[src/rsel_pkg.sv]
// Constants, types and register map of the reference selector.
package rsel_pkg;

    localparam int NREF   = 12;
    localparam int NGEN   = 2;
    localparam int AGE_W  = 24;
    localparam int TICK_W = 27;

    // Selection codes: 0 to 11 are reference inputs.
    localparam logic [4:0] CODE_FREERUN  = 5'h10;
    localparam logic [4:0] CODE_HOLDOVER = 5'h11;
    localparam logic [4:0] CODE_PRIMARY_OUT = 5'h12;
    localparam logic [4:0] SLAVE_XREF    = 5'h06;
    localparam logic [3:0] PRIO_OFF      = 4'h0;

    typedef enum logic [1:0] {
        MODE_AUTO      = 2'b00,
        MODE_MANUAL    = 2'b01,
        MODE_HARDWIRED = 2'b10,
        MODE_RSVD      = 2'b11
    } rsel_mode_t;

    typedef enum logic [1:0] {
        GST_FREERUN  = 2'b00,
        GST_SYNC     = 2'b01,
        GST_HOLDOVER = 2'b11
    } rsel_gen_state_t;

    // Register byte addresses.
    localparam logic [7:0] ADDR_CTRL   = 8'h00;
    localparam logic [7:0] ADDR_PRIO0L = 8'h04;
    localparam logic [7:0] ADDR_PRIO0H = 8'h08;
    localparam logic [7:0] ADDR_PRIO1L = 8'h0C;
    localparam logic [7:0] ADDR_PRIO1H = 8'h10;
    localparam logic [7:0] ADDR_MANSEL = 8'h14;
    localparam logic [7:0] ADDR_HWSEL  = 8'h18;
    localparam logic [7:0] ADDR_SOAK   = 8'h1C;
    localparam logic [7:0] ADDR_FRAME  = 8'h20;
    localparam logic [7:0] ADDR_QUAL   = 8'h24;
    localparam logic [7:0] ADDR_ELECT  = 8'h28;
    localparam logic [7:0] ADDR_STATUS = 8'h2C;
    localparam logic [7:0] ADDR_MASK   = 8'hFC;

    // Field positions.
    localparam int CTRL_REV_LSB   = 0;
    localparam int CTRL_MODE_LSB  = 2;
    localparam int CTRL_UHIST_BIT = 8;
    localparam int CTRL_BW_LSB    = 16;
    localparam int BW_W           = 10;
    localparam int CODE_W         = 5;
    localparam int GEN1_LSB       = 8;
    localparam int PRIO_PER_WORD  = 8;
    localparam int ST_HIST_BIT    = 0;
    localparam int ST_SLAVE_BIT   = 1;
    localparam int ST_SW_BIT      = 2;
    localparam int ST_GST_LSB     = 8;
    localparam int ST_SEL_LSB     = 16;

    localparam logic [31:0] CTRL_RST = 32'h0064_0003;

    // Bandwidth field counts 0.1 Hz steps.
    localparam int              LOOP_BW_SLAVE_HZ = 100;
    localparam logic [BW_W-1:0] BW_SLAVE_CODE    = BW_W'(LOOP_BW_SLAVE_HZ * 10);

    // Soak time counts whole seconds.
    localparam int CLK_PERIOD_NS   = 8;
    localparam int SOAK_UNIT_MS    = 1000;
    localparam int SOAK_UNIT_CYCLES = SOAK_UNIT_MS * 1000000 / CLK_PERIOD_NS;

    localparam logic [1:0] RESP_OKAY   = 2'b00;
    localparam logic [1:0] RESP_SLVERR = 2'b10;

endpackage : rsel_pkg

[src/rsel_reference_selector.sv]
// Reference elector and selector for the primary and auxiliary timing generators.
//
// The address map and the AXI4-Lite interface to the registers were left to the implementer.
`timescale 1ns/10ps
module rsel_reference_selector #(
    parameter int TICK_CYCLES = rsel_pkg::SOAK_UNIT_CYCLES // Cycles per soak second.
) (
    input  wire logic                              aclk,                    // Clock, 125 MHz.
    input  wire logic                              aresetn,                 // Synchronous reset, active low.
    input  wire logic [7:0]                        s_axi_awaddr,            // Write address.
    input  wire logic                              s_axi_awvalid,           // Write address valid.
    output logic                                   s_axi_awready,           // Write address ready.
    input  wire logic [31:0]                       s_axi_wdata,             // Write data.
    input  wire logic [3:0]                        s_axi_wstrb,             // Write byte strobes.
    input  wire logic                              s_axi_wvalid,            // Write data valid.
    output logic                                   s_axi_wready,            // Write data ready.
    output logic [1:0]                             s_axi_bresp,             // Write response.
    output logic                                   s_axi_bvalid,            // Write response valid.
    input  wire logic                              s_axi_bready,            // Write response ready.
    input  wire logic [7:0]                        s_axi_araddr,            // Read address.
    input  wire logic                              s_axi_arvalid,           // Read address valid.
    output logic                                   s_axi_arready,           // Read address ready.
    output logic [31:0]                            s_axi_rdata,             // Read data.
    output logic [1:0]                             s_axi_rresp,             // Read response.
    output logic                                   s_axi_rvalid,            // Read data valid.
    input  wire logic                              s_axi_rready,            // Read data ready.
    input  wire logic [rsel_pkg::NREF-1:0]         ref_active,              // Activity good per reference.
    input  wire logic [rsel_pkg::NREF-1:0]         ref_in_qual_range,       // Offset inside qualification range.
    input  wire logic [rsel_pkg::NREF-1:0]         ref_in_disq_range,       // Offset inside disqualification range.
    input  wire logic                              device_history_valid,    // Device holdover history collected.
    input  wire logic                              source_switch_pin,       // Hard-wired switch pin.
    input  wire logic                              master_slave_select_pin, // High master, low slave.
    input  wire logic                              frame_sync_input,        // External frame reference pin.
    output logic [4:0]                             primary_sel_code,        // Primary selected code.
    output rsel_pkg::rsel_gen_state_t              primary_state,           // Primary generator state.
    output logic [4:0]                             auxiliary_sel_code,      // Auxiliary selected code.
    output rsel_pkg::rsel_gen_state_t              auxiliary_state,         // Auxiliary generator state.
    output logic                                   primary_slave,           // Primary runs as slave.
    output logic [rsel_pkg::BW_W-1:0]              primary_loop_bw,         // Effective bandwidth, 0.1 Hz.
    output logic                                   primary_frame_from_sync, // Frame edges from sync pin.
    output logic                                   frame_edge_pulse,        // Rising edge on sync pin.
    output logic [rsel_pkg::NREF-1:0]              ref_qualified,           // Qualification per reference.
    output logic                                   holdover_history_available // History flag.
);
    import rsel_pkg::*;

    typedef struct packed {
        logic                              awready;
        logic                              wready;
        logic                              bvalid;
        logic                              arready;
        logic                              rvalid;
        logic                              aw_got;
        logic                              w_got;
        logic [7:0]                        waddr;
        logic [31:0]                       wdata;
        logic [3:0]                        wstrb;
        logic [1:0]                        bresp;
        logic [1:0]                        rresp;
        logic [31:0]                       rdata;
        logic [31:0]                       ctrl;
        logic [NGEN-1:0][NREF-1:0][3:0]    prio;
        logic [NGEN-1:0][CODE_W-1:0]       mansel;
        logic [1:0][CODE_W-1:0]            hwsel;
        logic [5:0]                        soak;
        logic [NREF-1:0]                   frame_info;
        logic [1:0]                        sw_sync;
        logic [1:0]                        ms_sync;
        logic [2:0]                        fs_sync;
        logic [TICK_W-1:0]                 tick_cnt;
        logic                              tick;
        logic [NREF-1:0][6:0]              soak_cnt;
        logic [NREF-1:0]                   qual;
        logic [NREF-1:0][AGE_W-1:0]        age;
        logic [NGEN-1:0][CODE_W-1:0]       cand;
        logic [NGEN-1:0][CODE_W-1:0]       sel;
        rsel_gen_state_t [NGEN-1:0]        gst;
        logic                              slave;
        logic [BW_W-1:0]                   bw;
        logic                              frame_ext;
        logic                              frame_edge;
        logic                              hist_avail;
    } rsel_state_t;

    rsel_state_t q;
    rsel_state_t d;

    function automatic logic [31:0] rsel_merge(input logic [31:0] old, input logic [31:0] nw, input logic [3:0] strb);
        logic [31:0] res;
        res = old;
        for (int b = 0; b < 4; b++) begin
            if (strb[b]) begin
                res[8*b +: 8] = nw[8*b +: 8];
            end
        end
        return res;
    endfunction : rsel_merge

    function automatic logic rsel_mapped(input logic [7:0] a);
        return (a & ADDR_MASK) <= ADDR_STATUS;
    endfunction : rsel_mapped

    // Priority words: low word holds references 0 to 7, high word 8 to 11.
    function automatic logic [31:0] rsel_prio_word(input logic [NREF-1:0][3:0] p, input logic hi);
        logic [31:0] w;
        w = 32'h0000_0000;
        for (int r = 0; r < NREF; r++) begin
            if ((r >= PRIO_PER_WORD) == hi) begin
                w[4*(r % PRIO_PER_WORD) +: 4] = p[r];
            end
        end
        return w;
    endfunction : rsel_prio_word

    always_comb begin
        logic [31:0]      wmerged;
        logic [31:0]      rword;
        logic [7:0]       wa;
        logic             best_ok;
        logic [3:0]       best_p;
        logic [AGE_W-1:0] best_age;
        logic [CODE_W-1:0] best_code;
        logic             cur_ok;
        logic [3:0]       cur_p;
        logic [CODE_W-1:0] code;
        logic             legal;
        rsel_mode_t       mode;
        wmerged   = 32'h0000_0000;
        rword     = 32'h0000_0000;
        wa        = 8'h00;
        best_ok   = 1'b0;
        best_p    = 4'hF;
        best_age  = '0;
        best_code = CODE_FREERUN;
        cur_ok    = 1'b0;
        cur_p     = 4'hF;
        code      = CODE_FREERUN;
        legal     = 1'b0;
        mode      = MODE_AUTO;
        d = q;

        // Pin synchronisers; logic reads the second stage, and the frame edge detector also the third.
        d.sw_sync = {q.sw_sync[0], source_switch_pin};
        d.ms_sync = {q.ms_sync[0], master_slave_select_pin};
        d.fs_sync = {q.fs_sync[1:0], frame_sync_input};
        d.frame_edge = q.fs_sync[1] & ~q.fs_sync[2];

        // Write channel.
        if (s_axi_awvalid && q.awready) begin
            d.aw_got = 1'b1;
            d.waddr  = s_axi_awaddr;
        end
        if (s_axi_wvalid && q.wready) begin
            d.w_got = 1'b1;
            d.wdata = s_axi_wdata;
            d.wstrb = s_axi_wstrb;
        end
        if (q.bvalid && s_axi_bready) begin
            d.bvalid = 1'b0;
        end
        if (q.aw_got && q.w_got && !q.bvalid) begin
            wa = q.waddr & ADDR_MASK;
            d.aw_got = 1'b0;
            d.w_got  = 1'b0;
            d.bvalid = 1'b1;
            d.bresp  = rsel_mapped(q.waddr) ? RESP_OKAY : RESP_SLVERR;
            unique case (wa)
                ADDR_CTRL: begin
                    d.ctrl = rsel_merge(q.ctrl, q.wdata, q.wstrb);
                end
                ADDR_PRIO0L, ADDR_PRIO0H, ADDR_PRIO1L, ADDR_PRIO1H: begin
                    for (int g = 0; g < NGEN; g++) begin
                        for (int r = 0; r < NREF; r++) begin
                            if (wa == (r < PRIO_PER_WORD ? (g == 0 ? ADDR_PRIO0L : ADDR_PRIO1L)
                                                         : (g == 0 ? ADDR_PRIO0H : ADDR_PRIO1H))) begin
                                wmerged = rsel_merge(rsel_prio_word(q.prio[g], r >= PRIO_PER_WORD), q.wdata, q.wstrb);
                                d.prio[g][r] = wmerged[4*(r % PRIO_PER_WORD) +: 4];
                            end
                        end
                    end
                end
                ADDR_MANSEL: begin
                    wmerged = rsel_merge({19'h0, q.mansel[1], 3'h0, q.mansel[0]}, q.wdata, q.wstrb);
                    d.mansel[0] = wmerged[CODE_W-1:0];
                    d.mansel[1] = wmerged[GEN1_LSB +: CODE_W];
                end
                ADDR_HWSEL: begin
                    wmerged = rsel_merge({19'h0, q.hwsel[1], 3'h0, q.hwsel[0]}, q.wdata, q.wstrb);
                    d.hwsel[0] = wmerged[CODE_W-1:0];
                    d.hwsel[1] = wmerged[GEN1_LSB +: CODE_W];
                end
                ADDR_SOAK: begin
                    wmerged = rsel_merge({26'h0, q.soak}, q.wdata, q.wstrb);
                    d.soak = wmerged[5:0];
                end
                ADDR_FRAME: begin
                    wmerged = rsel_merge({20'h0, q.frame_info}, q.wdata, q.wstrb);
                    d.frame_info = wmerged[NREF-1:0];
                end
                default: begin
                end
            endcase
        end
        d.awready = !d.aw_got && !d.bvalid;
        d.wready  = !d.w_got && !d.bvalid;

        // Read channel.
        if (q.rvalid && s_axi_rready) begin
            d.rvalid = 1'b0;
        end
        if (s_axi_arvalid && q.arready) begin
            unique case (s_axi_araddr & ADDR_MASK)
                ADDR_CTRL:   rword = q.ctrl;
                ADDR_PRIO0L: rword = rsel_prio_word(q.prio[0], 1'b0);
                ADDR_PRIO0H: rword = rsel_prio_word(q.prio[0], 1'b1);
                ADDR_PRIO1L: rword = rsel_prio_word(q.prio[1], 1'b0);
                ADDR_PRIO1H: rword = rsel_prio_word(q.prio[1], 1'b1);
                ADDR_MANSEL: rword = {19'h0, q.mansel[1], 3'h0, q.mansel[0]};
                ADDR_HWSEL:  rword = {19'h0, q.hwsel[1], 3'h0, q.hwsel[0]};
                ADDR_SOAK:   rword = {26'h0, q.soak};
                ADDR_FRAME:  rword = {20'h0, q.frame_info};
                ADDR_QUAL:   rword = {20'h0, q.qual};
                ADDR_ELECT:  rword = {19'h0, q.cand[1], 3'h0, q.cand[0]};
                ADDR_STATUS: begin
                    rword[ST_HIST_BIT]  = q.hist_avail;
                    rword[ST_SLAVE_BIT] = q.slave;
                    rword[ST_SW_BIT]    = q.sw_sync[1];
                    rword[ST_GST_LSB +: 4] = {q.gst[1], q.gst[0]};
                    rword[ST_SEL_LSB +: 13] = {q.sel[1], 3'h0, q.sel[0]};
                end
                default: rword = 32'h0000_0000;
            endcase
            d.rdata  = rword;
            d.rresp  = rsel_mapped(s_axi_araddr) ? RESP_OKAY : RESP_SLVERR;
            d.rvalid = 1'b1;
        end
        d.arready = !d.rvalid;

        // Qualification: soak seconds counted from a prescaled tick.
        d.tick     = (q.tick_cnt == TICK_W'(TICK_CYCLES - 1));
        d.tick_cnt = d.tick ? '0 : q.tick_cnt + 1'b1;
        for (int r = 0; r < NREF; r++) begin
            if (!ref_active[r] || !ref_in_disq_range[r]) begin
                d.qual[r]     = 1'b0;
                d.soak_cnt[r] = '0;
            end else if (!q.qual[r]) begin
                if (!ref_active[r] || !ref_in_qual_range[r]) begin
                    d.soak_cnt[r] = '0;
                end else if (q.soak_cnt[r] > {1'b0, q.soak}) begin
                    d.qual[r] = 1'b1;
                end else if (q.tick) begin
                    d.soak_cnt[r] = q.soak_cnt[r] + 1'b1;
                end
            end
            // Age saturates; ties beyond it fall back to the lower index.
            if (!q.qual[r]) begin
                d.age[r] = '0;
            end else if (q.age[r] != {AGE_W{1'b1}}) begin
                d.age[r] = q.age[r] + 1'b1;
            end
        end

        d.hist_avail = q.ctrl[CTRL_UHIST_BIT] | device_history_valid;
        d.slave = ~q.ms_sync[1];

        // Elector per generator, every cycle, regardless of mode.
        for (int g = 0; g < NGEN; g++) begin
            best_ok   = 1'b0;
            best_p    = 4'hF;
            best_age  = '0;
            best_code = CODE_FREERUN;
            cur_ok    = 1'b0;
            cur_p     = 4'hF;
            for (int r = 0; r < NREF; r++) begin
                if (q.qual[r] && q.prio[g][r] != PRIO_OFF) begin
                    if (!best_ok || q.prio[g][r] < best_p ||
                        (q.prio[g][r] == best_p && q.age[r] > best_age)) begin
                        best_ok   = 1'b1;
                        best_p    = q.prio[g][r];
                        best_age  = q.age[r];
                        best_code = CODE_W'(r);
                    end
                end
                if (q.cand[g] == CODE_W'(r)) begin
                    cur_ok = q.qual[r] && q.prio[g][r] != PRIO_OFF;
                    cur_p  = q.prio[g][r];
                end
            end
            if (cur_ok) begin
                if (q.ctrl[CTRL_REV_LSB + g] && best_ok && best_p < cur_p) begin
                    d.cand[g] = best_code;
                end
                // Non-revertive keeps a still qualified candidate.
            end else if (best_ok) begin
                d.cand[g] = best_code;
            end else begin
                d.cand[g] = q.hist_avail ? CODE_HOLDOVER : CODE_FREERUN;
            end

            // Selection by mode.
            mode = rsel_mode_t'(q.ctrl[CTRL_MODE_LSB + 2*g +: 2]);
            unique case (mode)
                MODE_MANUAL: code = q.mansel[g];
                MODE_HARDWIRED: begin
                    if (g == 0) begin
                        code = q.sw_sync[1] ? q.hwsel[1] : q.hwsel[0];
                    end else begin
                        code = q.cand[g];
                    end
                end
                default: code = q.cand[g];
            endcase
            legal = code < CODE_W'(NREF) || code == CODE_FREERUN || code == CODE_HOLDOVER ||
                    (code == CODE_PRIMARY_OUT && g == 1 && mode == MODE_MANUAL);
            if (!legal) begin
                code = CODE_FREERUN;
            end
            if (g == 0 && q.slave) begin
                code = SLAVE_XREF;
            end
            d.sel[g] = code;
            if (code == CODE_HOLDOVER) begin
                d.gst[g] = GST_HOLDOVER;
            end else if (code == CODE_FREERUN) begin
                d.gst[g] = GST_FREERUN;
            end else begin
                d.gst[g] = GST_SYNC;
            end
        end

        d.bw = q.slave ? BW_SLAVE_CODE : q.ctrl[CTRL_BW_LSB +: BW_W];
        d.frame_ext = 1'b0;
        for (int r = 0; r < NREF; r++) begin
            if (q.sel[0] == CODE_W'(r)) begin
                d.frame_ext = ~q.frame_info[r];
            end
        end
    end

    always_ff @(posedge aclk) begin
        if (!aresetn) begin
            q        <= '0;
            q.ctrl   <= CTRL_RST;
            q.mansel <= {CODE_FREERUN, CODE_FREERUN};
            q.hwsel  <= {CODE_FREERUN, CODE_FREERUN};
            q.cand   <= {CODE_FREERUN, CODE_FREERUN};
            q.sel    <= {CODE_FREERUN, CODE_FREERUN};
            // The role synchroniser starts at the master level, so no false slave spell follows reset.
            q.ms_sync <= '1;
        end else begin
            q <= d;
        end
    end

    assign s_axi_awready              = q.awready;
    assign s_axi_wready               = q.wready;
    assign s_axi_bresp                = q.bresp;
    assign s_axi_bvalid               = q.bvalid;
    assign s_axi_arready              = q.arready;
    assign s_axi_rdata                = q.rdata;
    assign s_axi_rresp                = q.rresp;
    assign s_axi_rvalid               = q.rvalid;
    assign primary_sel_code           = q.sel[0];
    assign primary_state              = q.gst[0];
    assign auxiliary_sel_code         = q.sel[1];
    assign auxiliary_state            = q.gst[1];
    assign primary_slave              = q.slave;
    assign primary_loop_bw            = q.bw;
    assign primary_frame_from_sync    = q.frame_ext;
    assign frame_edge_pulse           = q.frame_edge;
    assign ref_qualified              = q.qual;
    assign holdover_history_available = q.hist_avail;

endmodule : rsel_reference_selector

[config.mk]
export PLATFORM = sky130hd
export DESIGN_NAME = rsel_reference_selector
export DESIGN_NICKNAME = d
export VERILOG_FILES = /design/src/rsel_pkg.sv /design/src/rsel_reference_selector.sv
export SDC_FILE = /design/constraint.sdc
export NUM_CORES = 2
export LEC_CHECK = 0
export ABC_CLOCK_PERIOD_IN_PS = 30000
export BUFFER_PORTS_ARGS = -buffer_cell sky130_fd_sc_hd__buf_2
export CAP_MARGIN = 10
export CORE_ASPECT_RATIO = 1.4
export CORE_UTILIZATION = 37
export DETAILED_ROUTE_END_ITERATION = 10
export GPL_TIMING_DRIVEN = 0
export PLACE_DENSITY_LB_ADDON = 0.15
export REMOVE_ABC_BUFFERS = 1
export SETUP_SLACK_MARGIN = 0.5
export SYNTH_ARGS = -nofsm -noshare
export SYNTH_HDL_FRONTEND = slang
export SYNTH_SLANG_ARGS = --single-unit
[constraint.sdc]
create_clock -name aclk -period 30 [get_ports aclk]
set_input_delay 3 -clock aclk [delete_from_list [all_inputs] [get_ports aclk]]
set_output_delay 3 -clock aclk [all_outputs]
set_load 0.005 [all_outputs]
== Word-level counts from Yosys, hierarchy flattened ==
Cells that the tools add are included.
Word-level totals
  register bits after elaboration: 710
  bits in latches: 0
  RAM bits: 0
  ROM bits: 0
  memories: 0
Operators by class
  $add $sub $neg: 25
  multiply operators: 0
  div/mod/pow operators: 0
  order comparisons: 62
  equality and inequality tests: 113
  shifts and indexed selects: 0
  mux-type cells: 345
  bitwise gates (word level): 29
  reductions and logical operators: 299
Operators with widths (number)
  two-way mux 24 bit: 42
  > comparator 24 bit: 22
  adder 24 x 1 -> 24 bit, second input constant: 12
  != test 24 bit, second input constant: 12
  two-way mux 5 bit: 57
  two-way mux 4 bit: 70
  two-way mux 7 bit: 36
  two-way mux 1 bit: 127
  < comparator 4 bit: 24
  nonzero test 4 bit: 24
  equality test 4 bit: 22
  adder 7 x 1 -> 7 bit, second input constant: 12
  > comparator 7 x 6 -> 1 bit: 12
  logical OR 1 bit: 73
  AND reduction 3 bit: 23
  zero test 1 bit: 63
  equality test 5 x 3 -> 1 bit, second input constant: 12
  equality test 5 x 4 -> 1 bit, second input constant: 12
  logical AND 1 bit: 60
  one-hot mux 5 bit (11 select lines): 1
  one-hot mux 13 bit (4 select lines): 1
  equality test 6 x 3 -> 1 bit, second input constant: 8
  AND reduction 4 bit: 12
  equality test 5 bit, second input constant: 9
  29 further kinds: 127

== Logic depth before layout (Yosys ltp) ==
  depth after elaboration: 62
  mapped depth: 157

== Least setup slack after synthesis ==
No wires, ideal clock.
  path type: flip-flop to flip-flop
  start: register q, in the netlist ref_qualified[0]
  end: register q[34] in the netlist's numbering
  arrival time: 27.386 ns
  data required time: 29.885 ns
  path slack: 2.500 ns
  stages on the path, launching flop included: 139
  period minus slack after synthesis: 27.500 ns
  cells stage by stage: dfxtp_1 buf_2 o41a_1 clkbuf_1 buf_1 nand2_1 ha_1 nand4_1 nor4_1 o311ai_0 a21oi_1 clkbuf_1 nand2_1 o21ai_0 inv_1 ha_1 a21o_1 a21o_1 (+103 left out) inv_2 clkbuf_1 mux2_2 ha_1 nand4_1 or2_2 nor3_1 o21ai_0 a221oi_1 nor3_1 nor2_1 mux2i_1 ha_1 a2111oi_0 nand2_1 a2111oi_2 nor2_2 o21a_1
Between the ends
  word-level cells in the longest chain between the ends: 60
RTL lines
  from (decl): line rsel_reference_selector.sv:85  | rsel_state_t q;
  logical AND 1 bit *: line rsel_reference_selector.sv:275, rsel_reference_selector.sv:285
  two-way mux 24 bit (tied with other cells): line rsel_reference_selector.sv:275  | if (q.qual[r] && q.prio[g][r] != PRIO_OFF) begin
  > comparator 24 bit (tied with other cells): line rsel_reference_selector.sv:277  | (q.prio[g][r] == best_p && q.age[r] > best_age)) begin
  logical AND 1 bit / logical OR 1 bit (equally long branches): line rsel_reference_selector.sv:277, rsel_reference_selector.sv:276
  logical OR 1 bit: line rsel_reference_selector.sv:276  | if (!best_ok || q.prio[g][r] < best_p ||
  two-way mux 24 bit (tied with other cells): line rsel_reference_selector.sv:276
  two-way mux 24 bit (tied with other cells): line rsel_reference_selector.sv:275
  > comparator 24 bit (tied with other cells): line rsel_reference_selector.sv:277
  (+44 left out)
  > comparator 24 bit (tied with other cells): line rsel_reference_selector.sv:277
  logical AND 1 bit / logical OR 1 bit (equally long branches): line rsel_reference_selector.sv:277, rsel_reference_selector.sv:276
  logical OR 1 bit: line rsel_reference_selector.sv:276
  two-way mux 4 bit / two-way mux 1 bit (equally long branches): line rsel_reference_selector.sv:276
  two-way mux 4 bit / two-way mux 1 bit (equally long branches): line rsel_reference_selector.sv:275
  < comparator 4 bit / logical AND 1 bit (equally long branches): line rsel_reference_selector.sv:290  | if (q.ctrl[CTRL_REV_LSB + g] && best_ok && best_p < cur_p) begin
  logical AND 1 bit: line rsel_reference_selector.sv:290
  != test 2 x 1 -> 1 bit (no source line)
Every way passes the cells marked *; elsewhere a longest branch is shown, timed or not. The select of a mux whose other input is x is not followed.
A chain may end at the register's enable or synchronous reset.

== Worst setup path in the final report ==
  start: register q[495] in the netlist's numbering
  end: register q[31] in the netlist's numbering
Between the ends
  word-level cells in the longest chain between the ends: 61
RTL lines (line)
  nonzero test 4 bit: rsel_reference_selector.sv:275, rsel_reference_selector.sv:285
  logical AND 1 bit: rsel_reference_selector.sv:275, rsel_reference_selector.sv:285
  two-way mux 24 bit (tied with other cells): rsel_reference_selector.sv:275
  > comparator 24 bit (tied with other cells): rsel_reference_selector.sv:277
  logical AND 1 bit / logical OR 1 bit (equally long branches): rsel_reference_selector.sv:277, rsel_reference_selector.sv:276
  logical OR 1 bit: rsel_reference_selector.sv:276
  two-way mux 24 bit (tied with other cells): rsel_reference_selector.sv:276
  two-way mux 24 bit (tied with other cells): rsel_reference_selector.sv:275
  (+45 left out)
  > comparator 24 bit (tied with other cells): rsel_reference_selector.sv:277
  logical AND 1 bit / logical OR 1 bit (equally long branches): rsel_reference_selector.sv:277, rsel_reference_selector.sv:276
  logical OR 1 bit: rsel_reference_selector.sv:276
  two-way mux 4 bit / two-way mux 1 bit (equally long branches): rsel_reference_selector.sv:276
  two-way mux 4 bit / two-way mux 1 bit (equally long branches): rsel_reference_selector.sv:275
  < comparator 4 bit / logical AND 1 bit (equally long branches): rsel_reference_selector.sv:290
  logical AND 1 bit: rsel_reference_selector.sv:290
  != test 2 x 1 -> 1 bit (no source line)
Several ways; a longest one is shown, not always the timed one. The select of a mux whose other input is x is not followed.

==> impl_results.md <==
- Status: finished clean
- Yosys cell types: 90
- Hold path endpoint: frame_edge_pulse$_SDFF_PN0_
- Site row count: 168
- Placeable Area: 0.1497 mm^2
- Clock-pin slew on the worst setup and hold paths: 60 ps
- Worst slew pin tran: between 1000 and 1500 ps
- Clk_lat worst skew: 740 ps
- Routed WL: approximately 200000 um
- Synth Instances: 6918
- Worst Path Max Fanout: 26
- Worst r2r path cells: 129
- Critical Path Most Common Cell: ha_1
- Root Buffer Master: clkbuf_16
- Post-DR vias/cell: 5.619
- Hold depth: 1
- Vias: 50.74k
- Clock Path Buffers: 3
- Fmax: 35.26 MHz
- Final hold violations: 0
- Share of synthesized registers carrying an async set or reset: 0%
- Clk_skew: 61.92 ps
- Slowest-stage cell, CP: o41a_4
- Worst vdd ir: 0.00004058 V
- Synth warn: 0
- Setup slack, reg-to-reg: 1640 ps
- Max-cap violation count: 0
- First-pass GRT wire length: 297300 um
- PortBufs: around 170
- Detailed Routing Iterations Pass 1: 6
- Vias in the first global route: 48.46k
- Sw frac: between 20% and 30%
- I/O pin count: 180
- Cell accounting for the most synthesized area: dfxtp_1
- Hold buffers post-CTS: 0
- Die width: 330.1 um
- Setup total negative slack: 0 ps
- Switching Power: ~500 uW
- EDFF count, synth: 0
- Register area: 0.01415 mm^2
- Initial Util: 37.26%
- RSZ-0062 raised after global routing: no
- Worst Setup Path Type: reg2reg
- Layout Area Growth over Synthesis: 14.61%
- Post-DP HPWL: 153600 um
- Synth area leaders: dfxtp_1 (25%), ha_1 (16%), mux2i_1 (6.2%)
- Crit share post-route: between 90% and 100%
- Synth Flop Type: dfxtp_1
- Multi-input gate area in the final layout: about 0.04 mm^2
- Cell Int Power: around 1600 uW
- Combinational share of power: under 10%
- Final-report max-slew violation count: 0
- Clock Sinks: 706
- Die Area: about 0.15 mm^2
- Min cycle time layout: 28360 ps
- H-tree levels: 3
- Slowest stage delay, CP: 630 ps
- Req. time, crit path: 30620 ps
- Layout Cells excl Fill: between 9k and 10k
- Global-route usage over all layers: about a quarter
- Mapped cell area: 0.05577 mm^2
- Layout cells sized above 1: 13.61%
- RR Endpoint: q[31]$_SDFFE_PN0P_
- Startpoint type of the worst setup path: register
- Wire per inst: 22.20 um
- DRC violations left: 0
- Placed cell count: just under 9k
- CTS tree: done
- Layout Utilization: a little over two fifths
- CTS Buf Count: 82
- Flops & latches, synth: approximately 700
- Drt initial violations: 3541
- RR Startpoint: q[495]$_SDFFE_PN0P_
- GPL Wtd Cong: 0.9238
- Reg power frac: 45.5%
- Synth top area share: 25.34%
- Final nets: 7824
- Number of routed nets with antenna violations: 0
- Die height: 461.4 um
- Seq/Total Area, Yosys: 25.34%
- Largest net degree at the start of global routing: 131
- Synthesized area per cell: 8.062 um^2
- Fill count: roughly 15k
- Max-slew headroom: 13.02%
- Global route total overflow: 0
- Hold WC Path Type: reg2reg
- Pwr dens: ~33 mW/mm^2
- CP Capture Type: register
- CP arrival: 28980 ps
- Hold path start: q[452]$_SDFF_PN0_
- Clk pwr share: 51.9%
- Initial antenna violation count: 3
- P_leak: 0.02592 uW
- Setup violators final: 0
[flip-flops by register name, summed over array words and instances, names as in the netlist]
signal                      cells
s_axi_rdata                    32
primary_state                   2
primary_slave                   1
s_axi_arready                   1
s_axi_awready                   1
ref_qualified                  12
frame_edge_pulse                1
holdover_history_available      1
auxiliary_state                 2
primary_loop_bw                10
s_axi_bvalid                    1
primary_frame_from_sync         1
q                             623
s_axi_rresp                     1
d                               4
primary_sel_code                5
s_axi_wready                    1
s_axi_bresp                     1
auxiliary_sel_code              5
s_axi_rvalid                    1
[Yosys cell counts (15+ instances only)]
| cell type | instances |
|---|---|
| nor2_1 | 723 |
| ha_1 | 715 |
| dfxtp_1 | 706 |
| nand2_1 | 540 |
| a21oi_1 | 480 |
| inv_1 | 471 |
| mux2i_1 | 348 |
| o21ai_0 | 347 |
| nor2b_1 | 282 |
| nand3_1 | 229 |
| clkbuf_1 | 216 |
| nand4_1 | 208 |
| mux2_2 | 203 |
| xor2_1 | 164 |
| xnor2_1 | 142 |
| a21o_1 | 89 |
| nor3_1 | 87 |
| buf_4 | 73 |
| nand2b_1 | 72 |
| and3_1 | 71 |
| a22oi_1 | 68 |
| o21a_1 | 61 |
| or3_1 | 56 |
| a21boi_0 | 55 |
| and2_1 | 54 |
| and4_1 | 46 |
| nor4_1 | 33 |
| a31oi_1 | 29 |
| a211oi_1 | 24 |
| mux4_2 | 24 |
| buf_1 | 23 |
| or2_2 | 21 |
| o211ai_1 | 19 |
| o41ai_1 | 18 |
| a221oi_1 | 17 |
| nor3b_1 | 17 |
| o22ai_1 | 15 |
[stage by stage]
step | instance area [um^2] | hold slack [ps] | total power [uW] | setup slack, ps
floorplan | 54280 | 367.4 | 993.5 | -6750
global placement | 57590 | 371.4 | 1027 | -23110
detailed placement | 58310 | 374.8 | 1028 | -8189
CTS | 62410 | 386.7 | 2124 | 488.5
global route | 63920 | 411.8 | 2163 | 392.1
finish | 63920 | 385.0 | 2096 | 1641
[cells in the final DEF, fill, tap and decap left out, types with 89 or more instances in the layout]
| master | synthesis | final |
|---|---|---|
| a21o_1 | 89 | 89 |
| nor2_1 | 723 | 703 |
| mux2i_1 | 348 | 321 |
| nand2_1 | 540 | 536 |
| dfxtp_1 | 706 | 696 |
| inv_1 | 471 | 471 |
| o21ai_0 | 347 | 311 |
| nand3_1 | 229 | 227 |
| xnor2_1 | 142 | 142 |
| nand4_1 | 208 | 208 |
| buf_2 | 6 | 173 |
| mux2_2 | 203 | 202 |
| xor2_1 | 164 | 164 |
| nor2b_1 | 282 | 281 |
| a21oi_1 | 480 | 419 |
| ha_1 | 715 | 715 |
| clkbuf_16 | 0 | 91 |
[power by group through the flow]
stage               clock (uW)  sequential [uW]  combinational, uW
CTS                       1120              953               54.1
global placement             0              974               53.1
floorplan                    0              969               24.1
detailed placement           0              974               53.9
global route              1150              953               58.7
finish                    1090              953               54.1
[area by class of cell]
cell class / count / area share [%]
clock buffer: 116 / 3.805
timing repair buffer: 309 / 3.782
antenna: 2 / 0.007830
inverter: 475 / 2.811
sequential: 706 / 22.14
multi-input combinational: 5435 / 62.93
timing repair inverter: 1 / 0.01370
tap: 1955 / 3.827
clock inverter: 32 / 0.6851
[repair_timing]
item / 4_1_cts / 5_1_grt
gates resized for setup: 179 / 175
buffers inserted: 36 / 60
pin swaps: 23 / 69
cloned: 13 / 12
setup endpoints to repair: 8 / 8
[routing by layer]
layer	GRT usage, %	up-vias	wire length, um
li1	-	24690	-
met1	31.20	24450	84410
met2	44.26	1211	98190
met3	2.260	395	7696
met4	12.10	0	10180
met5	0	-	0
[cells by family after synthesis]
group                      after synthesis  share of synthesized area, %
xor gates and xnor gates               306                         4.806
buffers and inverters                  795                         5.882
DFF                                    706                         25.34
other                                    1                      0.006724
and+or+nand+nor                       2468                         21.66
muxes                                  575                         11.31
AOI/OAI and AO/OA                     1351                         14.93
adders and majority gates              716                         16.06
[how the worst max path moves through the flow]
stage / depth (start not counted) / endpoint / startpoint
after floorplan: 128 / q[34]$_SDFFE_PN0P_ / ref_qualified[0]$_SDFF_PP0_
after global placement: 116 / q[34]$_SDFFE_PN0P_ / ref_qualified[0]$_SDFF_PP0_
after detailed placement: 134 / q[31]$_SDFFE_PN0P_ / ref_qualified[0]$_SDFF_PP0_
after CTS: 136 / q[31]$_SDFFE_PN0P_ / q[498]$_SDFFE_PN0P_
after global routing: 142 / q[31]$_SDFFE_PN0P_ / q[495]$_SDFFE_PN0P_
final: 129 / q[31]$_SDFFE_PN0P_ / q[495]$_SDFFE_PN0P_
[worst max-delay path: cells and delay by family, from the launching register on]
kind            cells  cell delay (ps)
buf+inv            20             3220
simple gates       36             7290
fa+ha+maj          12             3360
flops               1              400
mux                 8             2090
compound gates     53            11710
(Power assumes the default switching activity.)
